**config.mk**
```make
export PLATFORM = sky130hd
export DESIGN_NAME = taa_modifier
export DESIGN_NICKNAME = d
export VERILOG_FILES = /design/src/taa_pkg.sv /design/src/taa_ptr_update.sv /design/src/taa_modifier.sv
export SDC_FILE = /design/constraint.sdc
export NUM_CORES = 1
export LEC_CHECK = 0
export BUFFER_PORTS_ARGS = -buffer_cell sky130_fd_sc_hd__buf_2
export CAP_MARGIN = 20
export CORE_MARGIN = 2
export CORE_UTILIZATION = 42
export DETAILED_ROUTE_END_ITERATION = 16
export PLACE_DENSITY = 0.64
export SLEW_MARGIN = 20
export SYNTH_ARGS = -nofsm -noshare
export SYNTH_HDL_FRONTEND = slang
export SYNTH_SLANG_ARGS = --single-unit
```
**constraint.sdc**
```tcl
create_clock -name mclk -period 6.03 [get_ports mclk]
set_clock_uncertainty 0.1 [all_clocks]
set_input_delay 0.3015 -clock mclk [delete_from_list [all_inputs] [get_ports mclk]]
set_output_delay 0.3015 -clock mclk [all_outputs]
set_load 0.01 [all_outputs]
```
**src/taa_pkg.sv**
```systemverilog
// Shared constants, types and states of the tally address modifier
package taa_pkg;

  localparam int ADDR_W = 18;
  localparam int TALLY_W = 12;
  localparam int TAG_W = 6;
  localparam int CPOS_W = 3;

  // Pointer word: address, tally, then the tag (or delta / character position)
  typedef struct packed {
    logic [ADDR_W-1:0]  addr;
    logic [TALLY_W-1:0] tally;
    logic [TAG_W-1:0]   tag;
  } taa_word_t;

  // Memory request carried towards main memory
  typedef struct packed {
    logic              req;
    logic              we;
    logic [ADDR_W-1:0] addr;
    taa_word_t         wdata;
  } taa_mreq_t;

  // Modifier classes in the upper two tag bits
  localparam logic [1:0] TM_R = 2'h0;
  localparam logic [1:0] TM_REG_PTR = 2'h1;
  localparam logic [1:0] TM_IT = 2'h2;
  localparam logic [1:0] TM_PTR_IDX = 2'h3;

  // Tally variation designators
  localparam logic [3:0] TD_PLAIN = 4'h9;
  localparam logic [3:0] TD_STEP_UP = 4'he;
  localparam logic [3:0] TD_STEP_DOWN = 4'hc;
  localparam logic [3:0] TD_SEQ_CHAR = 4'ha;
  localparam logic [3:0] TD_CHAR_PTR = 4'h8;
  localparam logic [3:0] TD_STRIDE = 4'hb;
  localparam logic [3:0] TD_TRAP = 4'h0;
  localparam logic [3:0] TD_UP_CHAIN = 4'hf;
  localparam logic [3:0] TD_DOWN_CHAIN = 4'hd;

  // Whole tag codes with no register (octal 20, 60, 51)
  localparam logic [TAG_W-1:0] TAG_REG_PTR_NONE = 6'h10;
  localparam logic [TAG_W-1:0] TAG_PTR_IDX_NONE = 6'h30;
  localparam logic [TAG_W-1:0] TAG_IT_PLAIN = 6'h29;

  localparam logic [CPOS_W-1:0] CPOS_LAST = 3'h5;
  localparam logic [CPOS_W-1:0] CPOS_FIRST = 3'h0;
  localparam logic [ADDR_W-1:0] ADDR_ONE = 18'h00001;
  localparam logic [TALLY_W-1:0] TALLY_ONE = 12'h001;
  localparam logic [TALLY_W-1:0] TALLY_ZERO = 12'h000;

  // Register map (byte addresses)
  localparam int APB_AW = 12;
  localparam logic [APB_AW-1:0] OFF_STAT = 12'h000;
  localparam logic [APB_AW-1:0] OFF_MASK = 12'h004;
  localparam logic [APB_AW-1:0] OFF_CTRL = 12'h008;
  localparam logic [APB_AW-1:0] OFF_EA = 12'h00c;

  // Status / mask bit positions
  localparam int ST_W = 3;
  localparam int SB_DONE = 0;
  localparam int SB_RUNOUT = 1;
  localparam int SB_FAULT = 2;
  localparam logic [ST_W-1:0] MASK_RST = 3'h0;
  localparam logic CTRL_EN_RST = 1'b1;
  localparam int CB_EN = 0;

  typedef enum logic [2:0] {
    S_IDLE  = 3'b000,
    S_EVAL  = 3'b001,
    S_FETCH = 3'b010,
    S_MOD   = 3'b011,
    S_WBACK = 3'b100,
    S_DONE  = 3'b101
  } taa_state_t;

endpackage

```
**src/taa_ptr_update.sv**
```systemverilog
// Pointer word update for one tally variation
`timescale 1ns/100ps
module taa_ptr_update
  import taa_pkg::*;
(
  // Variation and fetched pointer
  input  wire logic [3:0]          td,
  input  wire taa_pkg::taa_word_t  word,
  // Update result
  output taa_pkg::taa_word_t       nword,
  output logic [taa_pkg::ADDR_W-1:0] ea,
  output logic [taa_pkg::CPOS_W-1:0] cpos,
  output logic                     cvalid,
  output logic                     wr,
  output logic                     chain,
  output logic                     fault
);
  wire [CPOS_W-1:0] cur_cpos = word.tag[CPOS_W-1:0];
  wire              cpos_wrap = (cur_cpos == CPOS_LAST);

  always_comb begin
    nword = word;
    ea = word.addr;
    cpos = cur_cpos;
    cvalid = 1'b0;
    wr = 1'b0;
    chain = 1'b0;
    fault = 1'b0;
    case (td)
      TD_PLAIN: begin
        // Tag of the pointer is never looked at R17
        ea = word.addr;
      end
      TD_STEP_UP, TD_UP_CHAIN: begin
        // Address given out before the step R04 R13
        nword.addr = word.addr + ADDR_ONE;
        nword.tally = word.tally - TALLY_ONE;
        wr = 1'b1;
        chain = (td == TD_UP_CHAIN);
      end
      TD_STEP_DOWN, TD_DOWN_CHAIN: begin
        nword.addr = word.addr - ADDR_ONE;
        nword.tally = word.tally + TALLY_ONE;
        ea = nword.addr;
        wr = 1'b1;
        chain = (td == TD_DOWN_CHAIN);
      end
      TD_SEQ_CHAR: begin
        cvalid = 1'b1;
        nword.tally = word.tally - TALLY_ONE;
        nword.tag[CPOS_W-1:0] = cpos_wrap ? CPOS_FIRST : cur_cpos + 3'h1;
        nword.addr = cpos_wrap ? word.addr + ADDR_ONE : word.addr;
        wr = 1'b1;
      end
      TD_CHAR_PTR: begin
        // No write: address and position stay as stored R10
        cvalid = 1'b1;
      end
      TD_STRIDE: begin
        nword.addr = word.addr + {{(ADDR_W-TAG_W){1'b0}}, word.tag};
        nword.tally = word.tally - TALLY_ONE;
        wr = 1'b1;
      end
      default: begin
        // Trap, and undefined designators treated alike R12
        fault = 1'b1;
      end
    endcase
  end
endmodule

```
**src/taa_modifier.sv**
```systemverilog
// Effective-address former for pointer-word (tally) modification
// What this block does
// Tag 20 fetches the pointer at the address field, adding no offset.
// Tag 60 fetches the pointer at the address field and saves zero index.
// Plain variant does exactly one pointer fetch; its address is the result.
// Step-up gives the address, then adds one to address, subtracts tally.
// Tally reaching zero on an update sets the runout indicator.
// Step-down decrements address, increments tally, then gives new address.
// Step-down from 4096-j tally runs out on the jth reference by wrap.
// Character sequencing gives the address and selects a 6-bit character.
// Sequencing steps position, decrements tally; position 5 wraps, address steps.
// Fixed character selects a character and leaves the pointer unchanged.
// Stride gives the address, then adds delta and decrements tally.
// Trap variant abandons operand forming and forces a fault transfer.
// Step-up-and-chain updates like step-up then follows the pointed word.
// Software never follows a chaining pointer with index-adder forms.
// Step-down-and-chain updates first, then continues like step-up-and-chain.
// Variation designators decode to their fixed four-bit codes.
// Plain variant ignores the fetched word's tag, ending the chain.
// Trap goes to a fixed fault location and leaves the pointer alone.
// Tally wraps modulo 4096; updated pointers are written back before done.
`timescale 1ns/100ps
module taa_modifier
  import taa_pkg::*;
#(
  parameter logic [taa_pkg::ADDR_W-1:0] FAULT_LOC = 18'h00000
)(
  // Clock and reset
  input  wire logic                         mclk,
  input  wire logic                         rst,
  // Instruction side
  input  wire logic                         inst_valid,
  input  wire logic [taa_pkg::ADDR_W-1:0]   inst_y,
  input  wire logic [taa_pkg::TAG_W-1:0]    inst_tag,
  output logic                              inst_ready,
  output logic                              res_valid,
  output logic [taa_pkg::ADDR_W-1:0]        res_ea,
  output logic [taa_pkg::CPOS_W-1:0]        res_char,
  output logic                              res_char_valid,
  output logic                              res_fault,
  output logic                              tally_runout,
  // Main memory
  output taa_pkg::taa_mreq_t                mem_out,
  input  wire logic                         mem_ack,
  input  wire taa_pkg::taa_word_t           mem_rdata,
  // APB register port
  input  wire logic                         psel,
  input  wire logic                         penable,
  input  wire logic                         pwrite,
  input  wire logic [taa_pkg::APB_AW-1:0]   paddr,
  input  wire logic [31:0]                  pwdata,
  output logic [31:0]                       prdata,
  output logic                              pready,
  output logic                              pslverr,
  output logic                              irq
);
  import taa_pkg::*;

  taa_state_t        state_r;
  logic [ADDR_W-1:0] cur_y_r;
  logic [TAG_W-1:0]  cur_tag_r;
  logic [ADDR_W-1:0] saved_idx_r;
  taa_word_t         word_r;
  taa_mreq_t         mreq_r;
  logic              inst_ready_r;
  logic              res_valid_r;
  logic [ADDR_W-1:0] ea_r;
  logic [CPOS_W-1:0] char_r;
  logic              char_valid_r;
  logic              fault_r;
  logic [ST_W-1:0]   stat_r;
  logic [ST_W-1:0]   stat_nxt;
  logic [ST_W-1:0]   mask_r;
  logic              en_r;
  logic              irq_r;
  logic [31:0]       prdata_r;
  logic              pready_r;
  logic              pslverr_r;

  taa_word_t         upd_word;
  logic [ADDR_W-1:0] upd_ea;
  logic [CPOS_W-1:0] upd_cpos;
  logic              upd_cvalid;
  logic              upd_wr;
  logic              upd_chain;
  logic              upd_fault;

  wire [1:0] cur_tm = cur_tag_r[TAG_W-1:4];
  wire [3:0] cur_td = cur_tag_r[3:0];

  taa_ptr_update taa_ptr_update_i (
    .td     (cur_td),
    .word   (word_r),
    .nword  (upd_word),
    .ea     (upd_ea),
    .cpos   (upd_cpos),
    .cvalid (upd_cvalid),
    .wr     (upd_wr),
    .chain  (upd_chain),
    .fault  (upd_fault)
  );

  // Events and bus decode
  wire in_mod = (state_r == S_MOD);
  wire take_inst = (state_r == S_IDLE) && inst_valid && inst_ready_r;
  wire ev_runout = in_mod && upd_wr && (upd_word.tally == TALLY_ZERO);
  wire ev_fault = in_mod && upd_fault;
  wire ev_done = (state_r == S_DONE);
  wire [ST_W-1:0] ev_set = ST_W'({ev_fault, ev_runout, ev_done});
  wire apb_setup = psel && !penable;
  wire apb_acc = psel && penable && pready_r;
  wire hit_stat = (paddr == OFF_STAT);
  wire hit_mask = (paddr == OFF_MASK);
  wire hit_ctrl = (paddr == OFF_CTRL);
  wire hit_ea = (paddr == OFF_EA);
  wire hit_any = hit_stat || hit_mask || hit_ctrl || hit_ea;
  wire rd_clr = apb_acc && !pwrite && hit_stat;
  wire [31:0] rd_mux = hit_stat ? {{(32-ST_W){1'b0}}, stat_r} :
                       hit_mask ? {{(32-ST_W){1'b0}}, mask_r} :
                       hit_ctrl ? {31'h0, en_r} :
                       hit_ea   ? {{(32-ADDR_W){1'b0}}, ea_r} : 32'h0;

  // Clear only what the read reported, so an event in the setup cycle survives; set wins
  always_comb begin
    stat_nxt = (stat_r & ~(rd_clr ? prdata_r[ST_W-1:0] : {ST_W{1'b0}})) | ev_set;
  end

  // Sequencer
  always_ff @(posedge mclk or posedge rst) begin
    if (rst) begin
      state_r <= S_IDLE;
      cur_y_r <= '0;
      cur_tag_r <= '0;
      saved_idx_r <= '0;
      word_r <= '0;
      mreq_r <= '0;
      inst_ready_r <= 1'b0;
      res_valid_r <= 1'b0;
      ea_r <= '0;
      char_r <= '0;
      char_valid_r <= 1'b0;
      fault_r <= 1'b0;
    end else begin
      res_valid_r <= 1'b0;
      case (state_r)
        S_IDLE: begin
          inst_ready_r <= en_r;
          if (take_inst) begin
            inst_ready_r <= 1'b0;
            cur_y_r <= inst_y;
            cur_tag_r <= inst_tag;
            saved_idx_r <= '0;
            state_r <= S_EVAL;
          end
        end
        S_EVAL: begin
          if (cur_tm == TM_R) begin
            // Chain ends on a register form; every register form is served as the no-register one
            ea_r <= cur_y_r + saved_idx_r;
            char_valid_r <= 1'b0;
            fault_r <= 1'b0;
            state_r <= S_DONE;
          end else begin
            mreq_r.req <= 1'b1;
            mreq_r.we <= 1'b0;
            mreq_r.addr <= cur_y_r;
            if (cur_tm == TM_PTR_IDX) begin
              saved_idx_r <= '0;
            end
            state_r <= S_FETCH;
          end
        end
        S_FETCH: begin
          if (mem_ack) begin
            mreq_r.req <= 1'b0;
            word_r <= mem_rdata;
            if (cur_tm == TM_IT) begin
              state_r <= S_MOD;
            end else begin
              cur_y_r <= mem_rdata.addr;
              cur_tag_r <= mem_rdata.tag;
              state_r <= S_EVAL;
            end
          end
        end
        S_MOD: begin
          ea_r <= upd_fault ? FAULT_LOC : upd_ea;
          char_r <= upd_cpos;
          char_valid_r <= upd_cvalid;
          fault_r <= upd_fault;
          if (upd_wr) begin
            mreq_r.req <= 1'b1;
            mreq_r.we <= 1'b1;
            mreq_r.addr <= cur_y_r;
            mreq_r.wdata <= upd_word;
            state_r <= S_WBACK;
          end else begin
            state_r <= S_DONE;
          end
        end
        S_WBACK: begin
          if (mem_ack) begin
            mreq_r.req <= 1'b0;
            mreq_r.we <= 1'b0;
            if (upd_chain) begin
              // Next word's own tag steers further modification
              cur_y_r <= ea_r;
              cur_tag_r <= TAG_REG_PTR_NONE;
              char_valid_r <= 1'b0;
              state_r <= S_EVAL;
            end else begin
              state_r <= S_DONE;
            end
          end
        end
        S_DONE: begin
          res_valid_r <= 1'b1;
          state_r <= S_IDLE;
        end
        default: state_r <= S_IDLE;
      endcase
    end
  end

  // Register file and interrupt
  always_ff @(posedge mclk or posedge rst) begin
    if (rst) begin
      stat_r <= '0;
      mask_r <= MASK_RST;
      en_r <= CTRL_EN_RST;
      irq_r <= 1'b0;
      prdata_r <= '0;
      pready_r <= 1'b0;
      pslverr_r <= 1'b0;
    end else begin
      stat_r <= stat_nxt;
      irq_r <= |(stat_nxt & mask_r);
      pready_r <= apb_setup;
      pslverr_r <= apb_setup && !hit_any;
      prdata_r <= apb_setup ? rd_mux : 32'h0;
      if (apb_acc && pwrite && hit_mask) begin
        mask_r <= pwdata[ST_W-1:0];
      end
      if (apb_acc && pwrite && hit_ctrl) begin
        en_r <= pwdata[CB_EN];
      end
    end
  end

  assign inst_ready = inst_ready_r;
  assign res_valid = res_valid_r;
  assign res_ea = ea_r;
  assign res_char = char_r;
  assign res_char_valid = char_valid_r;
  assign res_fault = fault_r;
  assign tally_runout = stat_r[SB_RUNOUT];
  assign mem_out = mreq_r;
  assign prdata = prdata_r;
  assign pready = pready_r;
  assign pslverr = pslverr_r;
  assign irq = irq_r;
endmodule

```
; Word level (Yosys, flattened, before mapping)
; Index checks and enable logic that the tools add are counted.
[classes]
reduce_logical = 45
eq_ne = 28
addsub = 7
n_mux = 56
bitwise_logic = 4
[ops]
columns = op, count
row1 = $mux W18, 17
row2 = $pmux W30 S4, 1
row3 = $pmux W18 S2, 3
row4 = $mux W56, 1
row5 = $pmux W18 S3, 1
row6 = $eq A4 B4 Y1 const B, 8
row7 = $mux W6, 5
row8 = $eq A12 B4 Y1 const B, 2
row9 = $logic_not A12 Y1, 2
row10 = $mux W3, 8
row11 = $mux W20, 1
row12 = $add A18 B1 Y18 const B, 1
row13 = $add A18 B18 Y18, 1
row14 = $add A18 B6 Y18, 1
row15 = $pmux W6 S3, 1
row16 = $sub A18 B1 Y18 const B, 1
row17 = $ne A2 B2 Y1 const B, 8
row18 = $pmux W3 S5, 1
row19 = $logic_and A1 B1 Y1, 14
row20 = $add A12 B1 Y12 const B, 1
row21 = $eq A12 B3 Y1 const B, 1
row22 = $reduce_and A4 Y1, 3
row23 = $sub A12 B1 Y12 const B, 1
row24 = $mux W1, 10
row25 = other kinds (28), 47
[totals]
register_bits = 190
word_cells = 166
in_bits = 111

; Longest topological paths before layout
[logic_depth]
word_depth = 10
ltp_mapped = 9
depth_no_buf = 9

; Hierarchy
; From an unflattened synthesis, not the netlist that was laid out.
[unflattened]
hier_cells = 973
area_unflattened_um2 = 9736.8
[by_module_without_submodules]
columns = module, cells_per_inst, n_inst, area_per_inst_um2
row1 = taa_modifier, 634, 1, 7462.2
row2 = taa_ptr_update, 339, 1, 2274.7

; Worst setup path before layout
; No wires, ideal clock.
[synth_timing]
path_type = flip-flop to flip-flop
start = register word_r[19] (netlist bit)
end = register mreq_r, in the netlist mem_out[32]
arrival_time_ns = 2.217
setup_ns = 0.142
synth_period_minus_slack_ns = 2.459
t_required_ns = 5.788
setup_slack_ns = 3.571
path_stages_with_launch = 10
n_path_buf = 0
path_cell_list = dfrtp_1 > inv_1 > ha_1 > nor3b_4 > nand3_2 > or2_1 > or4_1 > xnor2_1 > a221oi_1 > a31oi_1
[synth_via]
elab_chain_cells = 3
elab_cells_between_ends = 5
[synth_rtl]
columns = element, line_no
row1 = from (decl), taa_modifier.sv:63  ; taa_word_t word_r;
row2 = from (signal assigned), taa_modifier.sv:176  ; word_r <= mem_rdata;
row3 = $add A18 B1 Y18, "taa_ptr_update.sv:36, taa_ptr_update.sv:52"
row4 = $mux W18, taa_ptr_update.sv:52  ; nword.addr = cpos_wrap ? word.addr + ADDR_ONE : word.addr;
row5 = $pmux W30 S4 (*), taa_ptr_update.sv:29  ; case (td)
row6 = to (decl), taa_modifier.sv:64  ; taa_mreq_t mreq_r;
; Mark *: on every way between the ends. The rest lies on a longest branch, timed or not.
; A chain may end at the register's enable or synchronous reset.

; Worst setup path in the final report
[layout_timing]
start = register cur_tag_r[3]
end = register irq_r, in the netlist irq
[layout_via]
elab_chain_cells = 8
elab_cells_between_ends = 22
[layout_rtl]
columns = element, line_no
row1 = from (decl), taa_modifier.sv:61  ; logic [TAG_W-1:0] cur_tag_r;
row2 = from (signal assigned), taa_modifier.sv:151  ; cur_tag_r <= inst_tag;
row3 = from (signal assigned), taa_modifier.sv:181  ; cur_tag_r <= mem_rdata.tag;
row4 = $eq A4 B4 Y1, taa_ptr_update.sv:29
row5 = $reduce_or A2 Y1 / $reduce_or A6 Y1 (equally long branches), --
row6 = $pmux W30 S4 / $mux W1 (equally long branches), taa_ptr_update.sv:29
row7 = $logic_not A12 Y1 / $logic_and A1 B1 Y1 (equally long branches), taa_modifier.sv:106  ; wire ev_runout = in_mod && upd_wr && (upd_word.tally == TALLY_ZERO);
row8 = $logic_and A1 B1 Y1, taa_modifier.sv:106
row9 = $or A3 B3 Y3 (*), taa_modifier.sv:125  ; stat_nxt = (stat_r & ~(rd_clr ? prdata_r[ST_W-1:0] : {ST_W{1'b0}})) | ev_set;
row10 = $and A3 B3 Y3 (*), taa_modifier.sv:237  ; irq_r <= |(stat_nxt & mask_r);
row11 = $reduce_or A3 Y1 (*), taa_modifier.sv:237
row12 = to (signal assigned), taa_modifier.sv:237
row13 = to (decl), taa_modifier.sv:75  ; logic irq_r;
; Marks and branches as above.

==> results.py <==
metrics = {
    "run_status": {
        "outcome": "finished, final reports clean",
    },
    "cts": {
        "root_buffer": "clkbuf_16",
        "clockBufferDepth": 2,
        "cts.sinks": 172,
        "path_clk_slew_ns": 0.07,
        "numCtsBuffers": 17,
        "cts_setup_buffers": 0,
        "cts_tree": "yes",
        "clk_latency_ns": 0.43,
        "cts_max_level": 4,
    },
    "yosys": {
        "yosys_warnings": 0,
        "synth_edf_count": 0,
        "syn_inst": 1011,
        "async_flop_share": 1.000,
        "synth_ff_type": "dfrtp_1",
        "synth.distinct_cells": 76,
        "ys_ff_latch": 172,
        "synth_area_um2": 9490,
        "avgSynthCellArea_um2": 9.387,
        "synth.yosys.seq_area_share": 0.4537,
    },
    "finish": {
        "drive_gt1_frac": 0.2636,
        "areaGrowthSynthToFinish_pct": 18.59,
        "postLayoutCellArea_um2": 11250,
        "nets": 1286,
        "post-route-util": 0.5017,
        "antenna-diode-count": 0,
    },
    "power_and_ir_drop": {
        "pwr-share-seq": 0.414,
        "p_clk_frac": 0.216,
        "power_density_nw_per_um2": 455.4,
        "ir_drop_v": 0.0002249,
        "p_leak_nw": 5.225,
        "comb_power_share": 0.370,
        "power.total_mw": 5.125,
        "switchingPower_mw": 2.152,
        "internal_power_mw": 2.973,
        "swShare": 0.4199,
    },
    "timing": {
        "setup_viol": 0,
        "rsz0062_at_grt": "false",
        "finalSetupTns_ns": 0,
        "hold_violations": 0,
        "slew_viol_final": 0,
        "layout_min_cycle_time_ns": 3.527,
        "worst_pin_slew_ns": 1.060,
        "fin_hold_ws_ns": 0.01547,
        "max_clock_freq_ghz": 0.2835,
        "relSlewSlack": 0.2923,
        "fin_crit_sh": 0.5850,
    },
    "detailed_routing": {
        "drt-total-wl_um": 27610,
        "drtIter0Drc": 579,
        "drc": 0,
        "via_per_inst": 5.668,
        "num_vias": 8281,
        "post_drt_wl_per_cell_um": 18.90,
        "drt_pass1_iterations": 5,
        "ant_nets": 0,
    },
    "setup_path": {
        "endpoint_kind": "flop",
        "worst_path_largest_cell_delay_ns": 0.78,
        "slowest_stage": "nand3b_1",
        "path_max_fanout": 20,
        "cp.buffers_inverters": 1,
        "crit_chain": "nand3b_1, inv_1, a32oi_1, xor2_1, nand4_1, nor4_1, nand3_1, nand3_1",
        "critPathLaunchType": "flop",
        "worstPathRequired_ns": 6.30,
        "path_common_cell": "nand3_1",
        "cpLargestDelayFamily": "simple AND/OR/NAND/NOR gates",
        "crit_type": "reg -> reg",
        "arrival_ns": 3.79,
    },
    "global_routing": {
        "grt_pass1_vias": 7904,
        "busiest_layer": "met2",
        "use_met1": 0.3074,
        "met3_usage": 0.04567,
        "grt_pass1_wl_um": 43230,
        "antenna_found_initial": 2,
        "grt_max_degree": 95,
        "grtUsageMet2": 0.3767,
        "gr-total-overflow": 0,
        "track_usage": 0.2296,
    },
    "placement": {
        "port_buffers": 184,
        "placed_cell_area_um2": 10490,
        "post-dp-hpwl_um": 19500,
        "place_congestion": 0.8769,
    },
    "floorplan": {
        "die_area_um2": 23810,
        "std_cell_rows": 55,
        "io_pins": 228,
        "die_height_um": 154.3,
        "coreArea_um2": 22430,
        "start_util": 0.4230,
        "die_x_um": 154.3,
    },
    "min_path": {
        "min_path_type": "in -> reg",
    },
    "flow_run": {
        "cap_viol_max_count": 0,
    },
}
## layout make-up
class / count / area, um^2
flip-flops and latches: 172 / 4305
clock inverters: 12 / 128.9
multi-input cells: 750 / 4786
inverters: 13 / 53.80
repair buffers: 209 / 1167
clock buffers: 20 / 456.7
well taps: 285 / 356.6
fillers: 2159 / 11180
## worst register-to-register path: stages (launching register included)
cell and delay [ns]:
dfrtp_1 0.77, nand3b_1 0.79, inv_1 0.51, a32oi_1 0.11, xor2_1 0.20, nand4_1 0.17, nor4_1 0.55, nand3_1 0.16
nand3_1 0.12
## cells by family (layout without fill, tap and decap cells)
family	count (synthesis)	after routing	share of synthesized area
muxes	59	59	0.07106
DFF	172	172	0.4537
AOI/OAI and AO/OA	257	257	0.1759
other	1	14	0.0003951
buffers and inverters	102	254	0.04970
adders and majority gates	12	12	0.01661
and+or+nand+nor	365	365	0.1930
xor gates and xnor gates	43	43	0.03968
## synthesized netlist by cell type, drive strengths merged (3+ instances only)
cell type  instances  area, um^2
nor4b              4       41.29
inv               13       48.80
nand3b             5       37.54
mux2              57       641.9
a221oi             6       52.55
and3              13       81.33
or4                5       41.29
o211ai             3       22.52
a22o              18       157.7
or2                4       25.03
nor2b              3       18.77
nand2            142       533.0
ha                11       137.6
and2              25       156.4
nor2              68       260.3
a21oi             43       215.2
dfrtp            171        4279
nand3             28       145.1
a41oi              4       35.03
nor3b              5       48.80
xnor2             26       227.7
nand4             15       93.84
a31oi              9       56.30
o221ai             5       43.79
nor4              12       120.1
o21ai             91       455.4
clkbuf            51       191.4
a311oi             5       43.79
nand2b             7       43.79
a211oi             5       37.54
and4               3       28.78
xor2              17       148.9
o21a               7       52.55
a22oi             29       217.7
a21o               5       37.54
nor3              19       95.09
o31ai              4       30.03
buf               38       231.5
## metal layers
layer / vias to the layer above / part of all wire
li1: 3906 / -
met1: 4015 / 0.44
met2: 306 / 0.48
met3: 50 / 0.058
met4: 4 / 0.025
met5: - / 0.00098
## cells in the final DEF (no fill, tap or decap), drive strengths merged, types with 6 or more instances in the layout
| cell | synthesis | layout |
|---|---|---|
| clkbuf | 51 | 20 |
| conb | 1 | 14 |
| nor4 | 12 | 12 |
| and3 | 13 | 13 |
| nand2 | 142 | 142 |
| and2 | 25 | 25 |
| nor2 | 68 | 68 |
| dlygate4sd3 | 0 | 14 |
| xor2 | 17 | 17 |
| a22oi | 29 | 29 |
| inv | 13 | 19 |
| ha | 11 | 11 |
| nand2b | 7 | 7 |
| a22o | 18 | 18 |
| dfrtp | 171 | 171 |
| nor3 | 19 | 19 |
| xnor2 | 26 | 26 |
| a21oi | 43 | 43 |
| a31oi | 9 | 9 |
| nand4 | 15 | 15 |
| o21ai | 91 | 91 |
| buf | 38 | 195 |
| a221oi | 6 | 6 |
| nand3 | 28 | 28 |
| mux2 | 57 | 57 |
| o21a | 7 | 7 |
## power groups by stage
stage                     Clock (mW)  Combinational, mW  Sequential (mW)
after floorplan                    0               1.50             1.85
after global placement             0               1.85             2.13
after detailed placement           0               1.88             2.13
after CTS                       1.13               1.89             2.11
after global routing            1.18               2.10             2.19
final                           1.11               1.90             2.12
## metrics by stage
stage / setup WS (ns) / instances
after floorplan: 0.9700 / 1024
after global placement: 2.589 / 1413
after detailed placement: 2.578 / 1413
after CTS: 2.530 / 1459
after global routing: 2.323 / 1461
final: 2.503 / 1461
## sequential cells by signal, indices dropped and copies added, names as in the netlist, 3 cells and up
register	count
res_char	3
mask_r	3
mem_out	56
cur_tag_r	6
cur_y_r	18
state_r	3
stat_r	3
res_ea	18
prdata	18
word_r	36
## final timing paths
kind / cells after the start / startpoint / slack (ns) / to
max: 8 / cur_tag_r[3] / 2.50 / irq
min: 2 / mem_rdata[10] / 0.02 / word_r[10]
min in group asynchronous: 3 / rst / 0.52 / mem_out[3]
max reg2reg: 8 / cur_tag_r[3] / 2.50 / irq
max in group asynchronous: 5 / rst / 4.12 / word_r[34]
min reg2reg: 2 / mem_out[20] / 0.38 / mem_out[20]
## repair_timing
item / 4_1_cts / 5_1_grt
endpoints found under the hold margin: 74 / 0
gates resized for setup: 0 / 0
hold buffers: 14 / 0
No activity file was read; power rests on OpenSTA's default activity.
